### config.mk
export PLATFORM = sky130hd
export DESIGN_NAME = extended_interrupt_sources
export DESIGN_NICKNAME = d
export VERILOG_FILES = /design/src/hw/ext_int_pkg.sv /design/src/hw/int_arbiter.sv /design/src/hw/extended_interrupt_sources.sv
export SDC_FILE = /design/constraint.sdc
export NUM_CORES = 1
export LEC_CHECK = 0
export BUFFER_PORTS_ARGS = -buffer_cell sky130_fd_sc_hd__buf_2
export CAP_MARGIN = 20
export CORE_MARGIN = 2
export CORE_UTILIZATION = 43
export DETAILED_ROUTE_END_ITERATION = 7
export PLACE_DENSITY = 0.8
export SETUP_SLACK_MARGIN = 0.4
export SLEW_MARGIN = 5
export SYNTH_ARGS = -nofsm -noshare
export SYNTH_HDL_FRONTEND = slang
export SYNTH_SLANG_ARGS = --single-unit
### constraint.sdc
create_clock -name sys_clk -period 3.22 [get_ports sys_clk]
set_input_delay 0.161 -clock sys_clk [delete_from_list [all_inputs] [get_ports sys_clk]]
set_output_delay 0.161 -clock sys_clk [all_outputs]
set_load 0.02 [all_outputs]
### src/hw/ext_int_pkg.sv
// How it works
// - eleven sources are arbitrated, the five inherited ones arriving from outside plus six added ones, each with its own vector.
// - the added enable register answers at special-function address c8 and the added priority register at f8.
// - bits 7 and 6 of the added enable register are not stored, read as zero and steer nothing.
// - under processor control the transmit-error request at 4b is raised by missing acknowledge or collision when enable bit 5 is set.
// - under dma control the underrun flag also raises the transmit-error request.
// - the dma channel 1 request at 53 is raised by bit 1 of its control register when enable bit 4 is set.
// - under processor control the transmit-valid request at 43 is raised by transmit buffer not full when enable bit 3 is set.
// - under dma control the transmit-valid request is raised by the transmit finished flag instead.
// - the dma channel 0 request at 3b is raised by bit 1 of its control register when enable bit 2 is set.
// - in both modes the receive-error request at 33 is raised by check sequence, overrun, abort or alignment error when enable bit 1 is set.
// - under processor control the receive-valid request at 2b is raised by receive buffer not empty when enable bit 0 is set.
// - under dma control the receive-valid request is raised by the receive finished flag instead.
// - a source with priority bit 1 wins over a source with priority bit 0.
// - priority bits 5 to 0 belong to transmit error, dma 1, transmit valid, dma 0, receive error, receive valid.
// - within one level the order is ext0, rx valid, timer0, rx error, dma0, ext1, tx valid, dma1, timer1, tx error, serial port.
package ext_int_pkg;
	localparam logic [7:0] ADDED_INT_ENABLE_ADDR = 8'hc8;
	localparam logic [7:0] ADDED_INT_PRIORITY_ADDR = 8'hf8;
	localparam logic [7:0] ADDED_INT_ENABLE_RESET = 8'h00;
	localparam logic [7:0] ADDED_INT_PRIORITY_RESET = 8'h00;
	localparam logic [7:0] IMPL_MASK = 8'h3f;
	localparam int NUM_SOURCES = 11;
	// field positions in enable and priority registers
	localparam int RX_VALID_BIT = 0;
	localparam int RX_ERROR_BIT = 1;
	localparam int DMA0_BIT = 2;
	localparam int TX_VALID_BIT = 3;
	localparam int DMA1_BIT = 4;
	localparam int TX_ERROR_BIT = 5;
	localparam int DMA_DONE_BIT = 1;
	// tx_status_reg / rx_status_reg bit positions
	localparam int TX_FINISHED_POS = 3;
	localparam int TX_NOT_FULL_POS = 2;
	localparam int TX_COLLISION_POS = 4;
	localparam int TX_UNDERRUN_POS = 5;
	localparam int MISSING_ACK_POS = 6;
	localparam int RX_NOT_EMPTY_POS = 2;
	localparam int RX_FINISHED_POS = 3;
	localparam int CHECK_SEQ_POS = 4;
	localparam int ALIGN_ERR_POS = 5;
	localparam int RX_ABORT_POS = 6;
	localparam int RX_OVERRUN_POS = 7;
	// sources in same-level service order, index 0 first
	localparam logic [7:0] VECTOR_TABLE [NUM_SOURCES] = '{
		8'h03, 8'h2b, 8'h0b, 8'h33, 8'h3b, 8'h13, 8'h43, 8'h53, 8'h1b, 8'h4b, 8'h23};
endpackage

### src/hw/int_arbiter.sv
`timescale 1ns/1ps
`default_nettype none
module int_arbiter
	import ext_int_pkg::*;
(
	input wire logic [NUM_SOURCES-1:0] req,
	input wire logic [NUM_SOURCES-1:0] high,
	output logic anyReq,
	output logic [3:0] winner,
	output logic winHigh
);
	logic [NUM_SOURCES-1:0] hiReq;
	logic [NUM_SOURCES-1:0] pick;
	assign hiReq = req & high;
	// high level pending masks all low ones
	assign pick = (|hiReq) ? hiReq : req;

	always_comb begin
		winner = 4'h0;
		for (int i = NUM_SOURCES - 1; i >= 0; i--) begin
			if (pick[i]) begin
				winner = 4'(i);
			end
		end
	end
	assign anyReq = |req;
	assign winHigh = |hiReq;
endmodule // int_arbiter
`default_nettype wire

### src/hw/extended_interrupt_sources.sv
`timescale 1ns/1ps
`default_nettype none
module extended_interrupt_sources
	import ext_int_pkg::*;
(
	input wire logic sys_clk,
	input wire logic resetn,
	input wire logic [7:0] sfrAddr,
	input wire logic [7:0] sfrWdata,
	input wire logic sfrWe,
	input wire logic sfrRe,
	output logic [7:0] sfrRdata,
	output logic sfrHit,
	input wire logic serialDmaMode,
	input wire logic [7:0] tx_status_reg,
	input wire logic [7:0] rx_status_reg,
	input wire logic [7:0] dma_chan0_control,
	input wire logic [7:0] dma_chan1_control,
	input wire logic [4:0] baseReq,
	input wire logic [4:0] basePrio,
	output logic intReq,
	output logic [7:0] intVector,
	output logic intHighLevel
);
	logic [7:0] added_int_enable_r;
	logic [7:0] added_int_enable_nxt;
	logic [7:0] added_int_priority_r;
	logic [7:0] added_int_priority_nxt;
	logic [7:0] intVector_r;
	logic intReq_r;
	logic intHigh_r;
	wire enHit = sfrAddr == ADDED_INT_ENABLE_ADDR;
	wire prHit = sfrAddr == ADDED_INT_PRIORITY_ADDR;

	assign added_int_enable_nxt = (sfrWe && enHit) ? (sfrWdata & IMPL_MASK) :
		added_int_enable_r;
	assign added_int_priority_nxt = (sfrWe && prHit) ? (sfrWdata & IMPL_MASK) :
		added_int_priority_r;
	assign sfrHit = (sfrWe || sfrRe) && (enHit || prHit);
	// reads are combinational so the core sees data in the access cycle
	assign sfrRdata = !sfrRe ? 8'h00 : enHit ? added_int_enable_r :
		prHit ? added_int_priority_r : 8'h00;

	always_ff @(posedge sys_clk or negedge resetn) begin
		if (!resetn) begin
			added_int_enable_r <= ADDED_INT_ENABLE_RESET;
			added_int_priority_r <= ADDED_INT_PRIORITY_RESET;
		end else begin
			added_int_enable_r <= added_int_enable_nxt;
			added_int_priority_r <= added_int_priority_nxt;
		end
	end

	// qualifying flag conditions per source
	wire txErrFlag = tx_status_reg[MISSING_ACK_POS] | tx_status_reg[TX_COLLISION_POS] |
		(serialDmaMode & tx_status_reg[TX_UNDERRUN_POS]);
	wire txValFlag = serialDmaMode ? tx_status_reg[TX_FINISHED_POS] :
		tx_status_reg[TX_NOT_FULL_POS];
	wire rxErrFlag = rx_status_reg[CHECK_SEQ_POS] | rx_status_reg[RX_OVERRUN_POS] |
		rx_status_reg[RX_ABORT_POS] | rx_status_reg[ALIGN_ERR_POS];
	wire rxValFlag = serialDmaMode ? rx_status_reg[RX_FINISHED_POS] :
		rx_status_reg[RX_NOT_EMPTY_POS];
	wire dma0Flag = dma_chan0_control[DMA_DONE_BIT];
	wire dma1Flag = dma_chan1_control[DMA_DONE_BIT];

	logic [5:0] addedFlags;
	logic [5:0] addedReq;
	assign addedFlags = {txErrFlag, dma1Flag, txValFlag, dma0Flag, rxErrFlag, rxValFlag};
	assign addedReq = addedFlags & added_int_enable_r[5:0];

	// base sources: 0 ext0, 1 timer0, 2 ext1, 3 timer1, 4 serial
	logic [NUM_SOURCES-1:0] allReq;
	logic [NUM_SOURCES-1:0] allHigh;
	assign allReq = {baseReq[4], addedReq[TX_ERROR_BIT], baseReq[3], addedReq[DMA1_BIT],
		addedReq[TX_VALID_BIT], baseReq[2], addedReq[DMA0_BIT], addedReq[RX_ERROR_BIT],
		baseReq[1], addedReq[RX_VALID_BIT], baseReq[0]};
	assign allHigh = {basePrio[4], added_int_priority_r[TX_ERROR_BIT], basePrio[3],
		added_int_priority_r[DMA1_BIT], added_int_priority_r[TX_VALID_BIT], basePrio[2],
		added_int_priority_r[DMA0_BIT], added_int_priority_r[RX_ERROR_BIT], basePrio[1],
		added_int_priority_r[RX_VALID_BIT], basePrio[0]};

	logic anyReq;
	logic [3:0] winner;
	logic winHigh;
	int_arbiter u_arb (
		.req(allReq),
		.high(allHigh),
		.anyReq(anyReq),
		.winner(winner),
		.winHigh(winHigh)
	);

	always_ff @(posedge sys_clk or negedge resetn) begin
		if (!resetn) begin
			intReq_r <= 1'b0;
			intVector_r <= 8'h00;
			intHigh_r <= 1'b0;
		end else begin
			intReq_r <= anyReq;
			intVector_r <= anyReq ? VECTOR_TABLE[winner] : 8'h00;
			intHigh_r <= winHigh;
		end
	end
	assign intReq = intReq_r;
	assign intVector = intVector_r;
	assign intHighLevel = intHigh_r;
endmodule // extended_interrupt_sources
`default_nettype wire

# Word-level counts from Yosys, hierarchy flattened
# Memory sizes are Yosys's and may differ from the RTL's.
# Cells that the tools add are included.
dict set report totals {
  mem_count 1
  word_cells 45
  mem_bits_ro 128
  output_inout_bits 19
  ff_bits 22
  inputBits 63
}
# name words width rd rd_clocked_by_memory_dff write_ports line
set mem_list {}
lappend mem_list {{(name not given)} 16 8 1 0 0 extended_interrupt_sources.sv:100} ;# intVector_r <= anyReq ? VECTOR_TABLE[winner] : 8'h00;
dict set report op_classes {
  bitwise 9
  mux 20
  n_reduce_logical 7
  eq_ne 2
  order_cmp 1
}
# operator n
set op_table {}
lappend op_table {{$mux 4} 11}
lappend op_table {{$mux 8} 3}
lappend op_table {{$reduce_or 11->1} 2}
lappend op_table {{$mux 6} 3}
lappend op_table {{$eq 8x8->1 const B} 2}
lappend op_table {{$and 11x11->11} 1}
lappend op_table {{$mux 11} 1}
lappend op_table {{$and 6x6->6} 1}
lappend op_table {{$ge 5x5->1 const B} 1}
lappend op_table {{$not 4->5} 1}
lappend op_table {{$or 1x1->1} 5}
lappend op_table {{$logic_and 1x1->1} 3}
lappend op_table {{$logic_or 1x1->1} 2}
lappend op_table {{$mux 1} 2}
lappend op_table {{$and 1x1->1} 1}

# Logic depth before layout (Yosys ltp)
# Gate-level depths: netlist of the first run.
dict set report logic_depth {
  ltp_word 23
  ltp_mapped 12
}

# Cells and area by module
# Synthesis of the first run repeated with hierarchy kept, for this count alone.
dict set report unflattened {
  hier_cells 137
  area_unflattened_um2 1367.6
}
# mod area_each_um2 n_inst seq_area_each_um2 cells_per_inst
set by_module_without_submodules {}
lappend by_module_without_submodules {extended_interrupt_sources 997.2 1 450.4 85}
lappend by_module_without_submodules {int_arbiter 370.4 1 0.0 52}

# Worst setup path after synthesis of the first run
# No wires, ideal clock.
dict set report synth_path {
  path_kind {reg-to-reg}
  start {reg added_int_enable_r[4]}
  end {reg intVector_r[3] (netlist: intVector[3])}
  required_ns 3.100
  stages_incl_launch_ff 12
  slack_ns 0.757
  arrival_time_ns 2.343
  period_less_slack_ns 2.463
  setup_time_ns 0.120
  n_path_buf 0
  cell_sequence {dfrtp_1 a32oi_1 nand3_1 nor4_4 o21ai_1 a21oi_1 o21ai_2 o22ai_2 inv_1 ha_1 mux2i_1 o211a_1}
}
dict set report synth_via {
  elab_chain_len 20
  word_cells_on_any_way 21
  classes_between {mux (15); bitwise (3); reduce/logical (2); memory (1)}
}
# item line
set synth_rtl {}
lappend synth_rtl {{from (decl)} extended_interrupt_sources.sv:25} ;# logic [7:0] added_int_enable_r;
lappend synth_rtl {{from (signal assigned)} extended_interrupt_sources.sv:49} ;# added_int_enable_r <= added_int_enable_nxt;
lappend synth_rtl {{$and 6x6->6 (*)} extended_interrupt_sources.sv:69} ;# assign addedReq = addedFlags & added_int_enable_r[5:0];
lappend synth_rtl {{$and 11x11->11} int_arbiter.sv:14} ;# assign hiReq = req & high;
lappend synth_rtl {{$reduce_or 11->1} int_arbiter.sv:16} ;# assign pick = (|hiReq) ? hiReq : req;
lappend synth_rtl {{$mux 11} int_arbiter.sv:16}
lappend synth_rtl {{$mux 4 (11 in a row)} int_arbiter.sv:21} ;# if (pick[i]) begin
lappend synth_rtl {{$not 4->5 (implied by the code)} extended_interrupt_sources.sv:100}
lappend synth_rtl {{$mem_v2 16x8} -}
lappend synth_rtl {{$mux 8 (implied by the code) (2 in a row)} extended_interrupt_sources.sv:100}
lappend synth_rtl {{$mux 8 (*)} extended_interrupt_sources.sv:100}
lappend synth_rtl {{to (signal assigned)} extended_interrupt_sources.sv:100}
lappend synth_rtl {{to (decl)} extended_interrupt_sources.sv:29} ;# logic [7:0] intVector_r;
# Mark *: on every way between the ends. The rest lies on a longest branch, timed or not. The select of a mux whose other input is x is not followed.
# A chain may end at the register's enable or synchronous reset.

# Worst setup path in the final report of the first run
dict set report layout_path {
  start {reg added_int_enable_r[1]}
  end {reg intVector_r[3] (netlist: intVector[3])}
}
# The elaborated chain is that of the path after synthesis.

==> impl_results.md, run 1 <==
* Status: finished, final reports clean
* Pint at 0.000354 W
* Leakage at between 0.8 and 0.9 nW
* Slowest cell on crit path: dfrtp_1
* Layout cells sized above 1 at between 40% and 50%
* First-pass GRT wire length at between 5000 and 6000 um
* Total global-route track usage at 19.3%
* Cts bufs inserted at 3
* Initial Util at 44.4%
* Drt first pass iters at 5
* CTS Sinks at 18
* CTS H-tree lvls at 1
* Reg-to-reg slack, setup at roughly 0.6 ns
* Cell taking the most area after synthesis: dfrtp_1
* Most frequent cells after synthesis: 18 x dfrtp_1, 16 x nand2_1, 12 x mux2_2
* Worst IR drop on VDD at ~0.00014 V
* Min-delay worst type: in2reg
* Main combinational cell family by area after synthesis: compound AO/OA/AOI/OAI gates
* Max-Cap Viols at 0
* Post-Synth Simple-Gate Area at between 10% and 20%
* P per Cell Area at 306 mW/mm^2
* Ys Warns at 0
* CP endpoint kind: register
* Pins over their slew limit at 0
* N_diodes at 0
* Post-synthesis instance total at between 100 and 150
* Vias/cell at between 5 and 6
* Mapped cell area at 0.00133 mm^2
* Fmax at 0.381 GHz
* CTS root buf: clkbuf_4
* Avg WL per Cell at about 15 um
* Pin count of the biggest net entering global routing at 19
* Reg power frac at around 48%
* # IOs at 82
* Final period utilization at between 80 and 90%
* Type of the worst setup path: reg2reg
* Worst-path fanout max at 5
* Core Rows at 20
* Sequential share of the synthesized area at 33.8%
* CP cell instances: o41a_1 > a32o_1 > nor4_4 > buf_4 > o21ai_1 > a21oi_2 > o21ai_2 > o22ai_2 > inv_1 > ha_1 > mux2i_1 > o211a_1
* Most frequent cell after synthesis: dfrtp_1
* Die width at ~60 um
* Setup tns final at 0 ns
* Core Region at between 0.003 and 0.004 mm^2
* Utilization after layout at between 50% and 60%
* Prevailing post-synth register cell: dfrtp_1
* Worst rel slew slack at between 40% and 50%
* Max Buffers Root-to-Sink at 2
* Synth Area in Compound Gates at between 20% and 30%
* DRT iter0 DRCs at 59
* Clock Power Share at 22.6%
* Yosys top cell area share at approximately a third
* Distinct cells, synth at 48
* GRT overflow at 0
* Logic pwr share at 29.3%
* Area of the die at ~0.0036 mm^2
* Critical Path RT at between 3 and 4 ns
* Initial antenna violation count at 0
* GPL Wtd Cong at 0.822
* Sw frac at 32.3%
* Critical path's largest stage delay at approximately 0.41 ns
* Adder-cell share of the synthesized area at under 10%
* DRC violations left at 0
* RSZ-0062 raised after global routing: no
* Syn-to-layout area delta at 28.0%
* Hold Vio Cnt, Final at 0
* Post-DP HPWL at 2620 um
* Post-synthesis xor/xnor area fraction at 0%
* Fillers at about 280
* Vias in the first global route at about 1,200
* Fraction of registers with async set/reset at 100%
* CTS tree: yes
* Minimum clock period at about 2.6 ns
* Final antenna-violating net count at 0
* Arrival time at the worst endpoint at between 2 and 3 ns
* Clk_lat worst skew at between 0.3 and 0.4 ns
* Layout Nets at about 260
* Startpoint types: register
* EDFF count, synth at 0
* Die height at 59.7 um
* Least-Margin Pin Slew at about 0.75 ns
* Synth Area per Inst at between 9 and 10 um^2
* P_sw at ~0.00017 W
* Via count at around 1,300
* Number of synthesized register bits at 18
* Final Setup Violations at 0
* Detailed Route WL at 3400 um
* Mux contribution to synthesized area at approximately an eighth
* Clock-pin slew on the worst setup and hold paths at 0.11 ns
* Worst Clk Skew at ~0.014 ns
* Port bufs at 56
* Synth area leaders: dfrtp_1 34%, mux2_2 10%, nand2_1 4.5%
power groups by stage:
stage	Clock [W]	Sequential (W)	Combinational (W)
after global routing	0.000126	0.000253	0.000168
after floorplan	0	0.000264	0.0000786
after global placement	0	0.000255	0.000141
final	0.000118	0.000251	0.000153
after CTS	0.000118	0.000250	0.000148
after detailed placement	0	0.000255	0.000144
cell type report:
type / instances / area, um^2 / area share [%]
clock buffer: 3 / 22.5 / 1.32
inverter: 5 / 18.8 / 1.10
multi-input combinational: 110 / 852 / 50.0
sequential: 18 / 450 / 26.4
tap: 33 / 41.3 / 2.42
timing repair buffer: 61 / 320 / 18.8
per-stage QoR:
step	instances	area, um^2	setup slack (ns)	hold WS, ns	total power (W)
finish	230	1710	0.598	0.0883	0.000522
global route	230	1710	0.431	0.101	0.000548
CTS	229	1680	0.428	0.0933	0.000517
detailed placement	223	1630	0.279	0.110	0.000399
global placement	223	1630	0.338	0.106	0.000396
floorplan	139	1340	0.757	-0.135	0.000343
state kept, by name, indices dropped and copies added, names as in the netlist:
signal	cells
added_int_priority_r	6
intHighLevel	1
intVector	5
added_int_enable_r	6
layout by cell type (no fill, tap or decap), drive strengths merged, types with 2 or more instances in the layout:
cell type  Yosys  layout
nor2           3       3
a21oi          6       6
nand4b         2       2
inv            5       5
buf            6      60
nand2b         2       2
nand3          4       4
nor2b          7       7
o21a           4       4
a31oi          3       3
mux2i          2       2
a32o           3       3
o41ai          2       2
mux2          13      13
conb           1       4
a22oi          7       7
nand2         16      16
o21ai          9       9
ha             2       2
nor4           3       3
clkbuf         0       3
dfrtp         18      18
worst paths after layout:
path / from / to / depth (start not counted)
worst max-delay path: added_int_enable_r[1] / intVector[3] / 12
worst min-delay path: sfrWdata[0] / added_int_enable_r[0] / 2
worst max register to register: added_int_enable_r[1] / intVector[3] / 12
worst min register to register: added_int_enable_r[1] / added_int_enable_r[1] / 1
max in group asynchronous: resetn / added_int_enable_r[1] / 2
min in group asynchronous: resetn / added_int_priority_r[2] / 2
worst max-delay path, delay by kind of cell, from the launching register on:
kind / cells / cell delay (ns)
AOI/OAI and AO/OA: 7 / 1.21
adders and majority gates: 1 / 0.28
buffers and inverters: 2 / 0.27
DFF: 1 / 0.41
muxes: 1 / 0.08
and+or+nand+nor: 1 / 0.30
cell families (layout without fill, tap and decap cells):
kind of cell,after synthesis,in the layout
fa+ha+maj,2,2
compound gates,47,47
mux,15,15
flops,18,18
buf+inv,11,69
simple gates,42,42
other cells,1,4
metal layers:
layer | global-route usage [%] | share of wire [%] | routed length (um)
met1 | 23.6 | 43 | 1470
met3 | 1.95 | 4.7 | 159
met2 | 33.7 | 50 | 1720
met4 | 9.21 | 1.6 | 55
met5 | 0 | 0 | 0
what timing repair did:
action | 4_1_cts | 5_1_grt
pin swaps | 1 | 1
setup buffers | 2 | 1
resized for setup | 0 | 6
hold buffers | 1 | 0
endpoints found under the hold margin | 18 | 0
setup endpoints to repair | 1 | 4
Note: power is estimated with default switching activity, not from simulation.
==> run 2, diff against run 1 <==
Settings changed: ABC_AREA set to 1, CORE_UTILIZATION 43 to 39, PLACE_DENSITY 0.8 to 0.76.
Clock period 3.22 ns to 2.3 ns, I/O delays scaled along.
==> run 2 against run 1 <==
Effect of this change: the flow now finishes with violations (setup timing); fmax up 11%; total power up 55%; routed wire length up 0.29%.
==> impl_results.md, run 2 <==
* Setup tns final at -0.116 ns
* Dpl cells at ~300
* Avg WL per Cell at between 10 and 15 um
* Type of the worst setup path: reg2reg
* DRC violations left at 0
* Worst Clk Skew at ~0.00043 ns
* CTS Sinks at 18
* Pin count of the biggest net entering global routing at 19
* Max Buffers Root-to-Sink at 2
* Utilization after layout at between 50% and 60%
* P_sw at roughly 0.00026 W
* Sw frac at between 30% and 40%
* Vias in the first global route at roughly 1,400
* Commonest non-fill, non-tap cells in the layout: 56 x buf_2, 48 x nand2_1, 23 x inv_1
* Max-Cap Viols at 0
* Detailed Route WL at roughly 3400 um
* Fraction of registers with async set/reset at 100%
* Final period utilization at 103%
* RSZ-0062 raised after global routing: yes
* N_diodes at 0
* Die width at around 64 um
* Most frequent cells after synthesis: 59 x nand2_1, 25 x inv_1, 18 x dfrtp_1
* Arrival time at the worst endpoint at 2.56 ns
* Synth area leaders: dfrtp_1 32%, nand2_1 16%, mux2_2 8.0%
* Vias/cell at approximately 4.6
* Area of the die at around 0.0041 mm^2
* Clock-pin slew on the worst setup and hold paths at approximately 0.1 ns
* R2R cell count at 18
* GPL Wtd Cong at about 0.83
* Final Hold Slack at between 0.02 and 0.03 ns
* Reg power frac at roughly 43%
* Pint at about 0.00055 W
* Hold Vio Cnt, Final at 0
* Sequential share of the synthesized area at 32.1%
* Multi-input logic area at a little over 900 um^2
* Prevailing post-synth register cell: dfrtp_1
* Worst IR drop on VDD at 0.000286 V
* Fmax at about 0.42 GHz
* Failing checks: setup timing
* Die height at between 60 and 70 um
* Synth Area per Inst at around 7.2 um^2
* Syn-to-layout area delta at 43.3%
* Mapped cell area at 0.00141 mm^2
* Core Region at 0.00339 mm^2
* Post-synthesis instance total at 194
* CTS H-tree lvls at 1
* Startpoint types: register
* Final Setup Violations at 2
* Status: complete, but fails checks
* Post-DP HPWL at approximately 2600 um
* Number of synthesized register bits at 18
* Initial antenna violation count at 0
* Yosys top cell area share at about a third
* Non-Filler Instances at between 300 and 400
* Core Rows at 21
* Number of cells on the worst hold path at 3
* Most frequent cell after synthesis: nand2_1
* Hold Path Sink: added_int_priority_r[1]
* Cts bufs inserted at 3
* CP endpoint kind: register
* Drt first pass iters at 4
* Reg-to-reg slack, setup at -0.07 ns
* Capturing point of the worst reg2reg path: intVector[5]
* Final antenna-violating net count at 0
* Pins over their slew limit at 0
* Minimum clock period at 2.37 ns
* CTS tree: yes
* Initial Util at about two fifths
* Clock Power Share at 24.0%
* GRT overflow at 0
* Min-delay worst type: in2reg
* DRT iter0 DRCs at 23
* Critical Path RT at approximately 2.5 ns
* FF-to-FF Start: added_int_enable_r[4]
* Fillers at slightly below 300
* Distinct cells, synth at 30
* Min-delay src: sfrWdata[1]
* Via count at around 1,500
* Clk_lat worst skew at 0.29 ns
* Cell taking the most area after synthesis: dfrtp_1
* Worst rel slew slack at ~65%
* EDFF count, synth at 0
* CTS root buf: clkbuf_4
* Total global-route track usage at between 15 and 20%
* Final Total Pwr at about 0.00081 W
* Ys Warns at 0
* P per Cell Area at between 400 and 500 mW/mm^2
* # IOs at 82
* First-pass GRT wire length at 5850 um
* Layout cells sized above 1 at a little over 50%
* Least-Margin Pin Slew at 0.523 ns
* Logic pwr share at 33.0%
* Register cell area after layout at 450 um^2
* Commonest non-fill, non-tap cell in the layout: buf_2
* Final setup margin at -0.0654 ns
* Leakage at 1.12 nW
* Layout Nets at about 340
* Worst-path fanout max at 6
* Port bufs at 56
[run 2: cell count changes in the layout (fill, tap and decap cells not counted), moves of 5 or more]
cell     change
nand2_1     +32
a22oi_1      -6
nand3_2      +5
inv_1       +19
nand3_1      +6
buf_4       +16
nand2_2     +17
nor2b_1      -7
[run 2: cells by family (layout without fill, tap and decap cells)]
kind of cell / Yosys count / after routing / share of synthesized area [%]
AO/OA/AOI/OAI: 23 / 23 / 9.35
AND/OR/NAND/NOR: 104 / 104 / 37.1
adder cells (fa/ha/maj): 2 / 2 / 1.78
other: 1 / 4 / 0.267
multiplexers: 10 / 10 / 8.01
buffers and inverters: 36 / 111 / 11.4
flip-flops: 18 / 18 / 32.1
[run 2: layout make-up]
class | count | area share (%)
multi-input combinational | 143 | 45.2
inverter | 30 | 5.84
timing repair buffer | 77 | 21.9
tap | 46 | 2.86
clock buffer | 4 | 1.80
sequential | 18 | 22.4
[run 2: critical path, stage by stage, from the launching register on]
cell	delay [ns]
dfrtp_1	0.39
nand2_1	0.09
inv_2	0.04
nand2_2	0.06
nand3b_1	0.11
nor2_4	0.19
nand2_4	0.11
inv_4	0.10
o21ai_4	0.06
o21ai_2	0.17
nand2_2	0.08
a21oi_2	0.14
inv_1	0.11
ha_4	0.18
or2_4	0.25
nand2_2	0.06
inv_1	0.04
nand2_1	0.05
nand2_1	0.04
[run 2: through the flow]
stage / setup WS (ns) / area, um^2
3_5_place_dp: 0.0307 / 1810
5_1_grt: -0.310 / 2010
4_1_cts: 0.0319 / 1920
2_1_floorplan: 0.164 / 1420
6_report: -0.0654 / 2010
3_3_place_gp: 0.0558 / 1810
[run 2: power groups by stage]
stage	registers [W]	clock network, W	logic (W)
after floorplan	0.000373	0	0.000120
after global placement	0.000355	0	0.000221
after detailed placement	0.000356	0	0.000224
after CTS	0.000350	0.000200	0.000240
after global routing	0.000352	0.000215	0.000303
final	0.000350	0.000195	0.000268
[run 2: per-layer routing]
layer,share of wire (%),track usage [%],wire (um)
met5,0,0,0
met2,52,31.8,1760
met4,0.38,2.72,13
met1,43,20.9,1470
met3,5.1,4.40,173
[run 2: how the worst max path moves through the flow]
stage	to	from	cells after the start	slack, ns
floorplan	intVector[5]	added_int_enable_r[2]	18	0.16
global placement	intVector[3]	added_int_enable_r[2]	22	0.06
detailed placement	intVector[3]	added_int_enable_r[2]	22	0.03
CTS	intVector[5]	added_int_enable_r[4]	18	0.03
global route	intVector[5]	added_int_enable_r[4]	22	-0.31
finish	intVector[5]	added_int_enable_r[4]	18	-0.07
[run 2: what timing repair did]
item / CTS / global route
endpoints found under the hold margin: 18 / 0
buffers inserted: 5 / 3
pin swaps: 9 / 22
hold buffers: 1 / 0
setup endpoints to repair: 4 / 4
resized for setup: 9 / 18
